[config.mk]
export PLATFORM = sky130hd
export DESIGN_NAME = ubrg_top
export DESIGN_NICKNAME = d
export VERILOG_FILES = /design/src/common/ubrg_pkg.sv /design/src/common/ubrg_tick_if.sv /design/src/ubrg_divider.sv /design/src/ubrg_top.sv
export SDC_FILE = /design/constraint.sdc
export NUM_CORES = 1
export LEC_CHECK = 0
export ABC_AREA = 1
export BUFFER_PORTS_ARGS = -buffer_cell sky130_fd_sc_hd__buf_2
export CAP_MARGIN = 20
export CORE_ASPECT_RATIO = 0.8
export CORE_MARGIN = 2
export CORE_UTILIZATION = 54
export CTS_CLUSTER_SIZE = 28
export DETAILED_ROUTE_END_ITERATION = 10
export HOLD_SLACK_MARGIN = 0.12
export PLACE_DENSITY_LB_ADDON = 0.2
export SYNTH_ARGS = -nofsm -noshare
export SYNTH_HDL_FRONTEND = slang
export SYNTH_HIERARCHICAL = 1
export SYNTH_SLANG_ARGS = --single-unit
[constraint.sdc]
create_clock -name CLK_I -period 2.9 [get_ports CLK_I]
set_clock_uncertainty 0.1 [all_clocks]
set_input_delay 0.29 -clock CLK_I [delete_from_list [all_inputs] [get_ports CLK_I]]
set_output_delay 0.29 -clock CLK_I [all_outputs]
set_load 0.05 [all_outputs]
[src/common/ubrg_pkg.sv]
/*
  shared constants for the serial baud rate generator: source select codes,
  field widths, operating mode codes and fixed division factors.
  assumes a single 20 MHz master clock.
*/
package ubrg_pkg;
  localparam int CD_W = 16;
  localparam int FP_W = 3;
  localparam int SRC_W = 2;
  localparam int MODE_W = 2;
  localparam logic [SRC_W-1:0] SRC_MAIN = 2'h0;
  localparam logic [SRC_W-1:0] SRC_DIV = 2'h1;
  localparam logic [SRC_W-1:0] SRC_PIN = 2'h3;
  localparam logic [MODE_W-1:0] MODE_ASYNC = 2'h0;
  localparam logic [MODE_W-1:0] MODE_SYNC = 2'h1;
  localparam logic [MODE_W-1:0] MODE_SPI_MST = 2'h2;
  localparam logic [MODE_W-1:0] MODE_SPI_SLV = 2'h3;
  localparam int MAIN_DIV = 8;
  localparam logic [3:0] MAIN_DIV_LAST = 4'(MAIN_DIV - 1);
  localparam logic [4:0] OVS16_LAST = 5'h0F;
  localparam logic [4:0] OVS8_LAST = 5'h07;
  localparam logic [FP_W-1:0] FP_ZERO = 3'h0;
  localparam logic [CD_W-1:0] CD_OFF = 16'h0000;
  localparam logic [CD_W-1:0] CD_BYPASS = 16'h0001;
  localparam int CLK_HZ = 20000000;
endpackage

[src/common/ubrg_tick_if.sv]
/*
  carries the selected source tick and divisor settings from the top module
  into the divider core. assumes one clock domain.
*/
`timescale 1ns/10ps
interface ubrg_tick_if;
  logic src_tick;
  logic [ubrg_pkg::CD_W-1:0] divisor;
  logic [ubrg_pkg::FP_W-1:0] frac;
  logic frac_en;
  logic restart;
  logic samp_tick;
  modport core
  (
    input src_tick,
    input divisor,
    input frac,
    input frac_en,
    input restart,
    output samp_tick
  );
  modport top
  (
    output src_tick,
    output divisor,
    output frac,
    output frac_en,
    output restart,
    input samp_tick
  );
endinterface

[src/ubrg_divider.sv]
/*
  16-bit divisor with optional eighth-step fractional extension.
  counts source ticks and emits one sampling tick per divisor period.
  assumes src_tick is a one-cycle enable on the master clock.
*/
`timescale 1ns/10ps
module ubrg_divider
(
  input wire logic CLK_I,
  input wire logic SRST_I,
  ubrg_tick_if.core tk
);
  logic [ubrg_pkg::CD_W-1:0] cnt_ff;
  logic [ubrg_pkg::CD_W-1:0] nxt_cnt;
  logic [ubrg_pkg::FP_W:0] acc_ff;
  logic [ubrg_pkg::FP_W:0] nxt_acc;
  logic stretch_ff;
  logic nxt_stretch;
  logic samp_ff;
  logic nxt_samp;
  wire logic dis = (tk.divisor == ubrg_pkg::CD_OFF);
  wire logic byp = (tk.divisor == ubrg_pkg::CD_BYPASS) && !tk.frac_en;
  wire logic last = (cnt_ff >= tk.divisor - ubrg_pkg::CD_BYPASS);
  wire logic end_per = tk.src_tick && last && !stretch_ff;
  // fractional accumulator: each carry adds one extra source tick to the period
  wire logic [ubrg_pkg::FP_W:0] acc_sum = {1'b0, acc_ff[ubrg_pkg::FP_W-1:0]} + {1'b0, tk.frac};
  wire logic carry = tk.frac_en && acc_sum[ubrg_pkg::FP_W];

  always_comb
  begin
    nxt_cnt = cnt_ff;
    nxt_acc = acc_ff;
    nxt_stretch = stretch_ff;
    nxt_samp = 1'b0;
    if (tk.restart || dis)
    begin
      nxt_cnt = '0;
      nxt_acc = '0;
      nxt_stretch = 1'b0;
    end
    else if (byp)
      nxt_samp = tk.src_tick;
    else if (tk.src_tick)
    begin
      if (stretch_ff)
      begin
        nxt_stretch = 1'b0;
        nxt_samp = 1'b1;
      end
      else if (last)
      begin
        nxt_cnt = '0;
        nxt_acc = tk.frac_en ? acc_sum : '0;
        nxt_stretch = carry;
        nxt_samp = !carry;
      end
      else
        nxt_cnt = cnt_ff + ubrg_pkg::CD_BYPASS;
    end
  end

  always_ff @(posedge CLK_I)
  begin
    if (SRST_I)
    begin
      cnt_ff <= '0;
      acc_ff <= '0;
      stretch_ff <= 1'b0;
      samp_ff <= 1'b0;
    end
    else
    begin
      cnt_ff <= nxt_cnt;
      acc_ff <= nxt_acc;
      stretch_ff <= nxt_stretch;
      samp_ff <= nxt_samp;
    end
  end

  assign tk.samp_tick = samp_ff;
endmodule

[src/ubrg_top.sv]
/*
  baud rate generator of a synchronous/asynchronous serial port: source
  select, divisor, oversampling and spi pin roles. one 20 MHz clock; the
  serial clock pin is asynchronous and is synchronised here.
*/
// Functional notes
// - source is master clock, master clock divided by eight, or serial clock pin
// - selected source divided by a 16-bit divisor
// - divisor zero stops baud ticks, except in sync and SPI modes with pin source
// - divisor one bypasses the divider unless fraction active
// - async: divided clock is sampling tick, divided again by 16 or 8
// - async bit rate is source over 8*(2-over)*divisor
// - fraction only active in ordinary asynchronous mode
// - clear-to-send active low; slave select input in SPI slave mode
// - request-to-send active low; slave select output in SPI master mode
// - SPI master: tx is MOSI, rx MISO; slave: tx MISO, rx MOSI
// - gated clock resumes from held state
// - configuration writes accepted while block clock disabled
// - sync and SPI bit rate is source over divisor, no oversampling, except with pin source (pin clock undivided)
// - sync mode with pin source takes pin clock undivided
`timescale 1ns/10ps
module ubrg_top
(
  // clock and reset
  input wire logic CLK_I,
  input wire logic SRST_I,
  input wire logic CLK_EN_I,
  // configuration
  input wire logic [ubrg_pkg::SRC_W-1:0] BAUD_SOURCE_SELECT_I,
  input wire logic [ubrg_pkg::CD_W-1:0] CLOCK_DIVISOR_I,
  input wire logic [ubrg_pkg::FP_W-1:0] FRACTION_PART_I,
  input wire logic OVER_I,
  input wire logic [ubrg_pkg::MODE_W-1:0] MODE_I,
  input wire logic CFG_WR_I,
  // serial clock pin
  input wire logic SCK_I,
  // transceiver side
  input wire logic TX_DATA_I,
  input wire logic TX_OE_I,
  input wire logic RTS_REQ_I,
  input wire logic SPI_SEL_I,
  output logic RX_DATA_O,
  output logic CTS_ACTIVE_O,
  output logic SAMPLE_TICK_O,
  output logic BAUD_TICK_O,
  // pins
  input wire logic RXD_I,
  input wire logic CTS_N_I,
  output logic TXD_O,
  output logic TXD_OE_O,
  output logic RTS_N_O
);
  ubrg_tick_if tk ();

  logic [ubrg_pkg::SRC_W-1:0] src_ff;
  logic [ubrg_pkg::CD_W-1:0] cd_ff;
  logic [ubrg_pkg::FP_W-1:0] fp_ff;
  logic over_ff;
  logic [ubrg_pkg::MODE_W-1:0] mode_ff;
  logic pend_ff;
  logic restart_ff;
  logic [2:0] sck_sync_ff;
  logic [1:0] rxd_sync_ff;
  logic [1:0] cts_sync_ff;
  logic [3:0] mdiv_ff;
  logic [4:0] ovs_ff;
  logic [4:0] nxt_ovs;
  logic baud_ff;
  logic nxt_baud;
  logic samp_ff;

  wire logic is_async = (mode_ff == ubrg_pkg::MODE_ASYNC);
  wire logic is_spi_mst = (mode_ff == ubrg_pkg::MODE_SPI_MST);
  wire logic is_spi_slv = (mode_ff == ubrg_pkg::MODE_SPI_SLV);
  wire logic pin_direct = !is_async && (src_ff == ubrg_pkg::SRC_PIN);
  wire logic sck_rise = sck_sync_ff[1] && !sck_sync_ff[2];
  wire logic mdiv_tick = (mdiv_ff == ubrg_pkg::MAIN_DIV_LAST);
  wire logic [4:0] ovs_last = over_ff ? ubrg_pkg::OVS8_LAST : ubrg_pkg::OVS16_LAST;
  wire logic src_tick;

  // source select
  assign src_tick = (src_ff == ubrg_pkg::SRC_MAIN) ? 1'b1 :
                    (src_ff == ubrg_pkg::SRC_DIV) ? mdiv_tick :
                    (src_ff == ubrg_pkg::SRC_PIN) ? sck_rise : 1'b0;

  assign tk.src_tick = CLK_EN_I && src_tick;
  assign tk.divisor = cd_ff;
  assign tk.frac = fp_ff;
  assign tk.frac_en = is_async && (fp_ff != ubrg_pkg::FP_ZERO);
  assign tk.restart = restart_ff;

  ubrg_divider u_div
  (
    .CLK_I(CLK_I),
    .SRST_I(SRST_I),
    .tk(tk)
  );

  // config capture runs regardless of the clock enable
  always_ff @(posedge CLK_I)
  begin
    if (SRST_I)
    begin
      src_ff <= ubrg_pkg::SRC_MAIN;
      cd_ff <= ubrg_pkg::CD_OFF;
      fp_ff <= ubrg_pkg::FP_ZERO;
      over_ff <= 1'b0;
      mode_ff <= ubrg_pkg::MODE_ASYNC;
      pend_ff <= 1'b0;
      restart_ff <= 1'b0;
    end
    else
    begin
      restart_ff <= 1'b0;
      if (CFG_WR_I)
      begin
        src_ff <= BAUD_SOURCE_SELECT_I;
        cd_ff <= CLOCK_DIVISOR_I;
        fp_ff <= FRACTION_PART_I;
        over_ff <= OVER_I;
        mode_ff <= MODE_I;
        pend_ff <= (CLOCK_DIVISOR_I != cd_ff) || (FRACTION_PART_I != fp_ff);
      end
      else if (pend_ff && CLK_EN_I)
      begin
        pend_ff <= 1'b0;
        restart_ff <= 1'b1;
      end
    end
  end

  // pin synchronisers
  always_ff @(posedge CLK_I)
  begin
    if (SRST_I)
    begin
      sck_sync_ff <= '0;
      rxd_sync_ff <= 2'h3;
      cts_sync_ff <= 2'h3;
    end
    else
    begin
      sck_sync_ff <= {sck_sync_ff[1:0], SCK_I};
      rxd_sync_ff <= {rxd_sync_ff[0], RXD_I};
      cts_sync_ff <= {cts_sync_ff[0], CTS_N_I};
    end
  end

  // divided main clock prescaler and oversampling stage
  always_comb
  begin
    nxt_ovs = ovs_ff;
    nxt_baud = 1'b0;
    if (restart_ff || (cd_ff == ubrg_pkg::CD_OFF))
      nxt_ovs = '0;
    // a tick launched on the last enabled edge still counts, so gating drops no period
    else if (tk.samp_tick)
    begin
      if (!is_async)
        nxt_baud = 1'b1;
      else if (ovs_ff >= ovs_last)
      begin
        nxt_ovs = '0;
        nxt_baud = 1'b1;
      end
      else
        nxt_ovs = ovs_ff + 5'h01;
    end
  end

  always_ff @(posedge CLK_I)
  begin
    if (SRST_I)
    begin
      mdiv_ff <= '0;
      ovs_ff <= '0;
      baud_ff <= 1'b0;
      samp_ff <= 1'b0;
    end
    else if (pin_direct)
    begin
      baud_ff <= CLK_EN_I && sck_rise;
      samp_ff <= CLK_EN_I && sck_rise;
      ovs_ff <= '0;
    end
    else
    begin
      if (CLK_EN_I)
        mdiv_ff <= mdiv_tick ? 4'h0 : mdiv_ff + 4'h1;
      ovs_ff <= nxt_ovs;
      baud_ff <= nxt_baud;
      samp_ff <= tk.samp_tick && is_async;
    end
  end

  // pin roles
  assign TXD_O = TX_DATA_I;
  assign TXD_OE_O = is_spi_slv ? (TX_OE_I && !cts_sync_ff[1]) : TX_OE_I;
  assign RX_DATA_O = rxd_sync_ff[1];
  assign CTS_ACTIVE_O = !cts_sync_ff[1];
  assign RTS_N_O = is_spi_mst ? !SPI_SEL_I : !RTS_REQ_I;
  assign SAMPLE_TICK_O = samp_ff;
  assign BAUD_TICK_O = baud_ff;
endmodule

* After elaboration in Yosys (flattened, before gate mapping)
Cells that the tools add are included. Widths: inputs -> output; s select.
Word-level totals: output and inout bits 7, logic and storage cells 93, input bits 35, flip-flop bits (word level) 65
Operators by class: bitwise gates (word level) 3, $add $sub $neg 5, reductions and logical operators 32, mux-type cells 25, order comparisons 2, equal/unequal tests 8
Operators with widths (count):
- $mux 1 | 20
- $add 16x1->16 const B | 1
- $eq 16x1->1 const B | 1
- $ge 16x16->1 | 1
- $logic_not 16->1 | 1
- $mux 16 | 1
- $ne 16x16->1 | 1
- $sub 16x1->16 const B | 1
- $logic_and 1x1->1 | 10
- $mux 4 | 2
- $logic_not 1->1 | 7
- $eq 2x2->1 const B | 3
- $reduce_and 2->1 | 3
- $add 5x1->5 const B | 1
- $ge 5x4->1 | 1
- $mux 5 | 1
- $add 3x3->4 | 1
- $add 4x1->4 const B | 1
- $eq 4x3->1 const B | 1
- $logic_not 2->1 | 2
- $reduce_and 4->1 | 1
- $reduce_or 2->1 | 2
- $mux 3 | 1
- $ne 3x3->1 | 1
- 7 further kinds | 10

* Longest topological paths before layout
Gate-level depths: netlist of run 1.
depth after elaboration 8, depth in mapped cells 18, depth with buffers taken out 18

* By module
The synthesis of run 1 kept the hierarchy.
Modules (own cells, without submodules):
- ubrg_top | area an instance 2102.0 um2, cells each 309, times used 1, sequential area each 880.8 um2
- ubrg_divider | area an instance 1931.9 um2, cells each 283, times used 1, sequential area each 420.4 um2

* Worst setup path after synthesis of run 1
OpenSTA, ideal clock, no wires.
path kind register -> register, start point register cd_ff[0] (netlist bit), end point register u_div/cnt_ff[1] (netlist bit), setup time 0.117 ns, period minus slack after synthesis 2.765 ns, required time 2.683 ns, cell stages (with the launch flop) 18, path buffers 1, slack 0.135 ns, arrival time 2.548 ns, cell sequence dfxtp_1 inv_1 ha_1 nor3b_2 nand3_1 nor2_1 nand3_1 xor2_1 inv_1 ha_1 nand4_1 a21oi_1 nor2_1 nand2_1 nand2_8 nand2_4 buf_6 nor2_1
Between the ends: longest elaborated chain between the ends 4, elaborated cells between the ends (all ways) 10, classes of those cells 1 x add/sub; 1 x order compare; 1 x eq/ne; 1 x mux; 1 x bitwise; 5 x reduce/logical
Ends and longest elaborated chain:
- from (decl) | line ubrg_top.sv:56 | logic [ubrg_pkg::CD_W-1:0] cd_ff;
- from (signal assigned) | line ubrg_top.sv:105 | cd_ff <= ubrg_pkg::CD_OFF;
- branches (longest 4 deep; another with $sub 16x1->16)
- to (signal assigned) | line ubrg_divider.sv:73 | cnt_ff <= nxt_cnt;
- to (decl) | line ubrg_divider.sv:13 | logic [ubrg_pkg::CD_W-1:0] cnt_ff;
Parallel ways; which one is timed is not known. A chain may end at the register's enable or synchronous reset.

* Final worst setup path of run 1
start point register cd_ff[1] (netlist bit), end point register u_div/cnt_ff[0] (netlist bit)
The elaborated chain is that of the path after synthesis.

==> flow_summary.ini, run 1 <==
[timing]
maxSlewViolCount = 0
whs_ns = 0.137
fin_setup_tns_ns = 0
max_freq_ghz = 0.363
setup_viol_count_final = 0
setup_ws_ns = 0.144
min_period_ns = 2.76
period_share_pct = 95.0
worst_pin_slew_ns = 0.783
finalHoldViolCount = 0
relSlewSlack_pct = 47.8

[setup_path]
arrival_ns = 2.95
start_kind = register
crit_family = simple AND/OR/NAND/NOR gates
crit_chain = inv_1, ha_1, nor3b_4, nand3_2, nor2_4, nand3_1, xor2_1, inv_1, ha_1, nand4_1, a21oi_1, nor2_1, nand2_2, nand2_8, nand2_8, a21oi_2
cp.depth = 16
end_kind = register
worstPathRequired_ns = 3.10
worstReg2RegEnd = u_div/cnt_ff[0]
path_class = register to register
crit_path_max_incr_delay_ns = 0.35
path_max_fanout = 8
reg2reg_depth = 16
crit_slowest_cell = dfxtp_2
crit_buf_inv = 2
rrSetupSlack_ns = 0.14
reg2reg_from = cd_ff[1]

[detailed_routing]
num_vias = 3885
route.detailed.drc = 0
first_pass_iters = 5
routed_wl_um = 9880
viasPerCell = 5.09
wl_per_cell_um = 13.0
antenna_left = 0
drt_iter0_drc = 233

[floorplanning]
die_area_um2 = 8180
die_width_um = 101
die_h_um = 81.3
initial_utilization_pct = 55.1
pin_count = 42
num_rows = 28
core_um2 = 7320

[clocking]
cts_buffer_depth = 2
cts_tree = done
path_clk_slew_ns = 0.08
cts-htree-levels = 3
cts-buffers-inserted = 9
cts.sinks = 65
cts-root-buf = clkbuf_8
insertion_delay_ns = 0.36

[synth]
yosysTopAreaCell = dfxtp_1
synth_cell_types = 38
yosys_register_bits = 65
avgSynthCellArea_um2 = 6.81
syn_area_um2 = 4030
ys_seq_area_share_pct = 32.3
synth_warnings = 6
synth_top_area_share_pct = 32.3
syn-num-nets = 653
syn-instance-count = 592
synth.area.top_cells = dfxtp_1 (32%), nand2_1 (12%), nor2_1 (8.4%), inv_1 (8.2%), ha_1 (7.8%)

[placed_design]
place_ws_ns = -0.0228
port_buffers = 39
routabilityCongestion = 0.859
placed_cell_area_um2 = 4360
dp_hpwl_um = 7120

[final_layout]
synthToLayoutAreaGrowth_pct = 22.8
stdcell_area_um2 = 4950
fillers = 585
drive_gt1_share_pct = 17.5
antenna_cells = 0
mostFrequentLayoutCells = nand2_1 (124), inv_1 (87), nor2_1 (83), dfxtp_1 (64), buf_2 (39)
nets = 729
layout_commonest_cell = nand2_1

[hold_path]
hold_class = primary input to register
min_to = cd_ff[9]
worstHoldPathCells = 3
hold_start = CLOCK_DIVISOR_I[9]

[power_and_ir_drop]
ir_drop_mv = 0.352
p_per_area_nw_per_um2 = 472
leakagePower_nw = 2.29
totalPowerFinal_mw = 2.34

[global_route]
antenna_found_initial = 0
overflow = 0
grt_util_all_layers_pct = 25.3
grt_pass1_vias = 3575
grt_max_degree = 29
grt_pass1_wl_um = 16200

[outcome]
status = finished clean

[run]
cap_violations = 0
==> report_power, final <==
part           switching, mW  total (mW)  internal (mW)
Clock                  0.381       0.953          0.572
Sequential            0.0369       0.964          0.927
Combinational          0.247       0.419          0.172
Total                  0.665        2.34           1.67
==> logic make-up (layout without fill, tap and decap cells) <==
| kind of cell | after synthesis | count (layout) | synth area share (%) |
|---|---|---|---|
| flops | 65 | 65 | 32.3 |
| simple gates | 297 | 298 | 33.4 |
| xor+xnor | 30 | 30 | 6.51 |
| buf+inv | 101 | 181 | 10.1 |
| fa+ha+maj | 26 | 26 | 8.25 |
| compound gates | 72 | 72 | 9.18 |
| mux | 1 | 1 | 0.248 |
==> how the worst max path moves through the flow <==
stage	end	from	slack (ns)
final	u_div/cnt_ff[0]	cd_ff[1]	0.14
after global routing	u_div/cnt_ff[3]	cd_ff[2]	-0.04
after CTS	u_div/cnt_ff[7]	cd_ff[0]	0.01
after detailed placement	u_div/cnt_ff[7]	cd_ff[0]	-0.02
after global placement	u_div/cnt_ff[5]	cd_ff[0]	0.14
after floorplan	u_div/cnt_ff[1]	cd_ff[0]	0.13
==> layout make-up <==
cell class	count	area, um^2	share of cell area, %
multi-input cells	427	2430	49.1
clock inverters	7	118	2.37
repair buffers	75	523	10.6
inverters	90	344	6.95
clock buffers	9	124	2.50
well taps	90	113	2.27
flip-flops and latches	65	1300	26.3
==> cell usage after synthesis, drive strengths merged <==
cell type  number
nor4            1
o31ai           1
clkinv          1
mux2i           1
nor2          108
inv            89
nor3b           1
or2             6
nor3           10
buf             7
nand2         132
nand3          28
clkbuf          4
o21ai          32
a21boi          1
a31oi           1
dfxtp          65
fa              1
xnor2          16
nand3b          3
a21oi          37
nand4           8
xor2           14
ha             25
==> worst min-delay path, cell delays in order <==
cell and delay, ns:
buf_2 0.12, inv_1 0.07, a21oi_1 0.06
==> layer usage <==
| layer | track usage [%] | wire length [um] | vias to the layer above | part of all wire (%) |
|---|---|---|---|---|
| met1 | 33.5 | 4610 | 1756 | 47 |
| met2 | 40.6 | 4590 | 106 | 46 |
| li1 | - | - | 2010 | - |
| met5 | 0 | 0 | - | 0 |
| met4 | 7.12 | 114 | 0 | 1.2 |
| met3 | 6.97 | 567 | 13 | 5.7 |
==> metrics by stage <==
step	utilization (%)	instances
4_1_cts	66.0	760
2_1_floorplan	-	592
3_5_place_dp	59.5	721
3_3_place_gp	59.5	721
5_1_grt	67.7	763
6_report	67.7	763
==> repair_timing <==
| item | in CTS | in global routing |
|---|---|---|
| resized for setup | 1 | 23 |
| pin swaps | 0 | 11 |
| endpoints found under the hold margin | 23 | 0 |
| setup buffers | 0 | 2 |
| cloned | 0 | 1 |
| endpoints found under the setup margin | 13 | 20 |
| hold buffers | 23 | 0 |
==> flip-flops by register name (all words and copies together), names as in the netlist <==
signal	flops
u_div/cnt_ff	16
u_div/tk.samp_tick	1
src_ff	2
sck_sync_ff	3
u_div/acc_ff	3
ovs_ff	5
rxd_sync_ff	2
mode_ff	2
cts_sync_ff	2
fp_ff	3
over_ff	1
SAMPLE_TICK_O	1
u_div/stretch_ff	1
mdiv_ff	4
pend_ff	1
cd_ff	16
BAUD_TICK_O	1
restart_ff	1
(Power assumes the default switching activity.)
==> inputs of run 2 (changes only) <==
--- a/config.mk
+++ b/config.mk
@@ -8,13 +8,15 @@
 export ABC_AREA = 1
 export BUFFER_PORTS_ARGS = -buffer_cell sky130_fd_sc_hd__buf_2
 export CAP_MARGIN = 20
-export CORE_ASPECT_RATIO = 0.8
+export CORE_ASPECT_RATIO = 0.75
 export CORE_MARGIN = 2
 export CORE_UTILIZATION = 54
+export CTS_CLUSTER_DIAMETER = 60
 export CTS_CLUSTER_SIZE = 28
 export DETAILED_ROUTE_END_ITERATION = 10
 export HOLD_SLACK_MARGIN = 0.12
 export PLACE_DENSITY_LB_ADDON = 0.2
+export SLEW_MARGIN = 15
 export SYNTH_ARGS = -nofsm -noshare
 export SYNTH_HDL_FRONTEND = slang
 export SYNTH_HIERARCHICAL = 1
==> flow_summary.ini, run 2 (synthesis gave the netlist of run 1 again) <==
[timing]
worst_pin_slew_ns = 0.781
maxSlewViolCount = 0
relSlewSlack_pct = 47.9
period_share_pct = 96.0
finalHoldViolCount = 0
setup_ws_ns = 0.116
min_period_ns = 2.78
setup_viol_count_final = 0
max_freq_ghz = 0.359
whs_ns = 0.133

[placed_design]
placedCellCount = 732
dp_hpwl_um = 7010
routabilityCongestion = 0.896
port_buffers = 39
place_ws_ns = -0.0552
placed_cell_area_um2 = 4370

[final_layout]
stdcell_area_um2 = 4880
synthToLayoutAreaGrowth_pct = 21.1
final_cells = 772
layout_commonest_cell = nand2_1
fillers = 643
antenna_cells = 0
mostFrequentLayoutCells = nand2_1 (124), inv_1 (87), nor2_1 (85), dfxtp_1 (64), buf_2 (39)
fin_util_pct = 66.9
reg.largest.list = cd_ff: 16 flops, u_div/cnt_ff: 16 flops, ovs_ff: 5 flops
nets = 727
drive_gt1_share_pct = 17.0

[power_and_ir_drop]
ir_drop_mv = 0.279
seqPwrFrac_pct = 42.9
p_int_mw = 1.63
p_sw_share_pct = 27.6
p_per_area_nw_per_um2 = 460
leakagePower_nw = 2.27
p_comb_share_pct = 18.3
switchingPower_mw = 0.620
power_frac_clock_pct = 38.8

[setup_path]
crit_chain = nor2_2, nand2_2, nor3_2, nand3b_1, nor2_2, nand3_1, nand2_1, nand2_1, inv_1, ha_1, a21oi_1, o21ai_0, nor2_2, nand2_4, nand2_8, nand2_8, a21oi_1
crit_buf_inv = 1
worstSetupStartpoint = cd_ff[2]
reg2reg_from = cd_ff[2]
worstReg2RegEnd = u_div/cnt_ff[0]
path_max_fanout = 15
end_kind = register
rrSetupSlack_ns = 0.12
crit_path_max_incr_delay_ns = 0.37
worstPathRequired_ns = 3.08
path_class = register to register
start_kind = register
crit_slowest_cell = dfxtp_2
crit_family = simple AND/OR/NAND/NOR gates
cp_common_cell = nor2_2
reg2reg_depth = 17
cp.depth = 17
cp-endpoint = u_div/cnt_ff[0]
arrival_ns = 2.96

[floorplanning]
initial_utilization_pct = 55.3
die_h_um = 78.9
die_width_um = 104
core_um2 = 7300
pin_count = 42
num_rows = 27
die_area_um2 = 8180

[global_route]
antenna_found_initial = 0
overflow = 0
grt_pass1_vias = 3460
grt_pass1_wl_um = 16100
grt_util_all_layers_pct = 24.7
grt_max_degree = 29

[detailed_routing]
first_pass_iters = 4
drt_iter0_drc = 240
num_vias = 3824
wl_per_cell_um = 12.4
route.detailed.drc = 0
antenna_left = 0
viasPerCell = 4.95
routed_wl_um = 9590

[outcome]
status = finished clean

[clocking]
cts.sinks = 65
cts-root-buf = clkbuf_8
cts_tree = done
insertion_delay_ns = 0.34
cts-buffers-inserted = 9
cts-htree-levels = 3
path_clk_slew_ns = 0.07
cts_buffer_depth = 2

[run]
cap_violations = 0

[hold_path]
hold_class = primary input to register
run 2: changes by cell type in the layout (fill, tap and decap cells not counted), moves of 2 or more:
| cell | before | now |
|---|---|---|
| buf_4 | 13 | 15 |
| dlygate4sd3_1 | 23 | 20 |
| nor2_4 | 10 | 4 |
| nor2_2 | 15 | 19 |
| clkbuf_1 | 0 | 3 |
| nor2_1 | 83 | 85 |
| clkinv_2 | 3 | 1 |
| clkbuf_8 | 9 | 11 |
run 2: how the worst min path moves through the flow:
stage                             start             end  cells past startpoint
floorplan                sck_sync_ff[0]  sck_sync_ff[1]                      2
global placement         cts_sync_ff[0]  cts_sync_ff[1]                      1
detailed placement       sck_sync_ff[0]  sck_sync_ff[1]                      2
CTS                 CLOCK_DIVISOR_I[15]       cd_ff[15]                      3
global route         CLOCK_DIVISOR_I[8]        cd_ff[8]                      3
finish               CLOCK_DIVISOR_I[7]        cd_ff[7]                      3
run 2: stage by stage:
step / setup TNS, ns / power [mW]
floorplan: 0 / 1.24
global placement: 0 / 1.34
detailed placement: -0.441 / 1.35
CTS: 0 / 2.25
global route: -0.219 / 2.36
finish: 0 / 2.25
run 2: worst min-delay path: cells and delay by family:
| family | cells | cell delay (ns) |
|---|---|---|
| buffers and inverters | 2 | 0.18 |
| AO/OA/AOI/OAI | 1 | 0.07 |
run 2: power by group through the flow:
stage               Combinational, mW  Clock, mW  Sequential, mW
detailed placement              0.368          0           0.982
global route                    0.463      0.929           0.968
global placement                0.357          0           0.980
CTS                             0.396      0.893           0.962
floorplan                       0.263          0           0.981
finish                          0.411      0.872           0.964
run 2: area by class of cell:
class	count	area [um^2]	share of cell area (%)
well taps	101	126	2.59
flip-flops and latches	65	1300	26.7
inverters	90	344	7.05
clock buffers	14	163	3.33
clock inverters	2	60.1	1.23
multi-input cells	426	2380	48.7
repair buffers	74	508	10.4
run 2: metal layers:
layer	track usage [%]	vias up	share of wire, %
met5	0	-	0
met4	7.97	0	1.6
met3	4.52	14	4.9
met2	40.9	88	45
met1	32.9	1717	48
li1	-	2005	-
run 2: what timing repair did:
item | in CTS | in global routing
endpoints found under the setup margin | 19 | 21
endpoints found under the hold margin | 20 | 0
pin swaps | 2 | 1
gates resized for setup | 5 | 11
hold buffers | 20 | 0
cloned | 0 | 0
buffers inserted | 1 | 3
==> inputs of run 3 (changes only) <==
--- a/config.mk
+++ b/config.mk
@@ -8,9 +8,11 @@
 export ABC_AREA = 1
 export BUFFER_PORTS_ARGS = -buffer_cell sky130_fd_sc_hd__buf_2
 export CAP_MARGIN = 20
+export CELL_PAD_IN_SITES_DETAIL_PLACEMENT = 1
+export CELL_PAD_IN_SITES_GLOBAL_PLACEMENT = 1
 export CORE_ASPECT_RATIO = 0.75
 export CORE_MARGIN = 2
-export CORE_UTILIZATION = 54
+export CORE_UTILIZATION = 38
 export CTS_CLUSTER_DIAMETER = 60
 export CTS_CLUSTER_SIZE = 28
 export DETAILED_ROUTE_END_ITERATION = 10
==> flow_summary.ini, run 3 (synthesis gave the netlist of run 1 again) <==
[outcome]
status = finished clean

[floorplanning]
pin_count = 42
die_width_um = 123
die_h_um = 93.2
die_area_um2 = 11500
core_um2 = 10300
num_rows = 32
initial_utilization_pct = 39.2

[setup_path]
path_max_fanout = 8
end_kind = register
worstPathRequired_ns = 3.07
rrSetupSlack_ns = 0.21
path_class = register to register
worstReg2RegEnd = u_div/cnt_ff[11]
arrival_ns = 2.86
reg2reg_from = cd_ff[1]
reg2reg_depth = 16
start_kind = register

[detailed_routing]
routed_wl_um = 11900
antenna_left = 0
drt_iter0_drc = 132
viasPerCell = 4.90
first_pass_iters = 4
route.detailed.drc = 0
num_vias = 3899
wl_per_cell_um = 14.9

[timing]
max_freq_ghz = 0.372
setup_viol_count_final = 0
min_period_ns = 2.69
finalHoldViolCount = 0
period_share_pct = 92.6
worst_pin_slew_ns = 0.905
relSlewSlack_pct = 39.6
maxSlewViolCount = 0

[final_layout]
mostFrequentLayoutCells = nand2_1 (123), inv_1 (86), nor2_1 (85), dfxtp_1 (63), buf_2 (39)
drive_gt1_share_pct = 17.9
antenna_cells = 0
stdcell_area_um2 = 4900
reg.largest.list = cd_ff: 16 flops, u_div/cnt_ff: 16 flops, ovs_ff: 5 flops
nets = 715
synthToLayoutAreaGrowth_pct = 21.4
layout_commonest_cell = nand2_1

[global_route]
grt_max_degree = 40
grt_util_all_layers_pct = 21.8
grt_pass1_wl_um = 19300
met1_usage_pct = 29.7
grtUsageMet3_pct = 4.02
top_usage_layer = met2
grt_pass1_vias = 4010
grt_use_met2_pct = 34.8
antenna_found_initial = 0
overflow = 0

[clocking]
insertion_delay_ns = 0.33
cts.sinks = 65
path_clk_slew_ns = 0.06
cts_tree = done
cts-htree-levels = 3
cts_buffer_depth = 2
cts-buffers-inserted = 9
cts-root-buf = clkbuf_16

[placed_design]
dp_hpwl_um = 8990
port_buffers = 39
placed_cell_area_um2 = 4420
routabilityCongestion = 0.817

[power_and_ir_drop]
p_sw_share_pct = 28.8
ir_drop_mv = 0.285
switchingPower_mw = 0.719
p_per_area_nw_per_um2 = 509
p_int_mw = 1.77
p_comb_share_pct = 16.8
seqPwrFrac_pct = 38.8
totalPowerFinal_mw = 2.49
power_frac_clock_pct = 44.3
leakagePower_nw = 2.25

[hold_path]
min_to = cd_ff[10]
hold_class = primary input to register
worstHoldPathCells = 3
hold_start = CLOCK_DIVISOR_I[10]

[run]
cap_violations = 0
==> run 3: cell count changes in the layout (fill, tap and decap cells not counted), sizes merged <==
cell         before  now
clkbuf           14   11
nand2           132  133
clkinvlp          0    2
clkinv            1    3
buf              54   51
dlygate4sd3      20   10
bufinv            2    1
==> run 3: layout make-up <==
type / count / area [um^2]
timing repair buffer: 61 / 385
inverter: 90 / 344
clock inverter: 5 / 55.1
clock buffer: 11 / 243
fill: 1349 / 5390
tap: 136 / 170
sequential: 65 / 1300
multi-input combinational: 427 / 2400
==> run 3: repair_timing <==
action                                  in CTS  in global routing
endpoints found under the setup margin      15                 20
cloned                                       0                  1
hold buffers                                10                  0
pin swaps                                    0                  5
buffers inserted                             0                  1
hold endpoints to repair                    10                  0
gates resized for setup                      1                 19
==> run 3: stage by stage <==
| stage | setup WS, ns | TNS (ns) | utilization (%) | hold slack (ns) | std cells |
|---|---|---|---|---|---|
| 2_1_floorplan | 0.135 | 0 | - | 0.288 | 592 |
| 3_3_place_gp | 0.136 | 0 | 42.9 | 0.292 | 767 |
| 3_5_place_dp | -0.0396 | -0.346 | 42.9 | 0.301 | 767 |
| 4_1_cts | 0.00652 | 0 | 46.9 | 0.121 | 793 |
| 5_1_grt | -0.00801 | -0.0181 | 47.6 | 0.146 | 795 |
| 6_report | 0.213 | 0 | 47.6 | 0.128 | 795 |
==> run 3: worst max path at each step <==
stage / from / endpoint / slack (ns) / depth (start not counted)
floorplan: cd_ff[0] / u_div/cnt_ff[1] / 0.13 / 17
finish: cd_ff[1] / u_div/cnt_ff[11] / 0.21 / 16
detailed placement: cd_ff[0] / u_div/cnt_ff[6] / -0.04 / 16
CTS: cd_ff[1] / u_div/cnt_ff[13] / 0.007 / 16
global placement: cd_ff[1] / u_div/cnt_ff[0] / 0.14 / 16
global route: cd_ff[5] / u_div/cnt_ff[11] / -0.008 / 16
==> run 3: critical path, stage by stage (launching register included) <==
cell      delay, ns
dfxtp_2        0.34
nor2_2         0.15
nand2_2        0.10
nor3_2         0.19
nand3b_1       0.18
nor2_2         0.14
nand4_1        0.09
nand2_1        0.08
inv_1          0.04
ha_1           0.30
a21oi_1        0.16
o21ai_0        0.12
nor2_2         0.16
nand2_4        0.10
nand2_8        0.11
nand2_4        0.12
nor2_2         0.14
==> run 3: per-layer routing <==
layer,up-vias,share of wire (%)
met5,-,0
met4,0,1.8
met3,20,3.8
met2,52,46
met1,1848,48
li1,1979,-
==> run 3: power groups by stage <==
stage / Combinational, mW / Clock, mW / Sequential (mW)
after global routing: 0.473 / 1.16 / 0.974
after global placement: 0.370 / 0 / 0.982
after CTS: 0.406 / 1.13 / 0.966
after detailed placement: 0.393 / 0 / 0.985
after floorplan: 0.263 / 0 / 0.981
final: 0.420 / 1.11 / 0.968
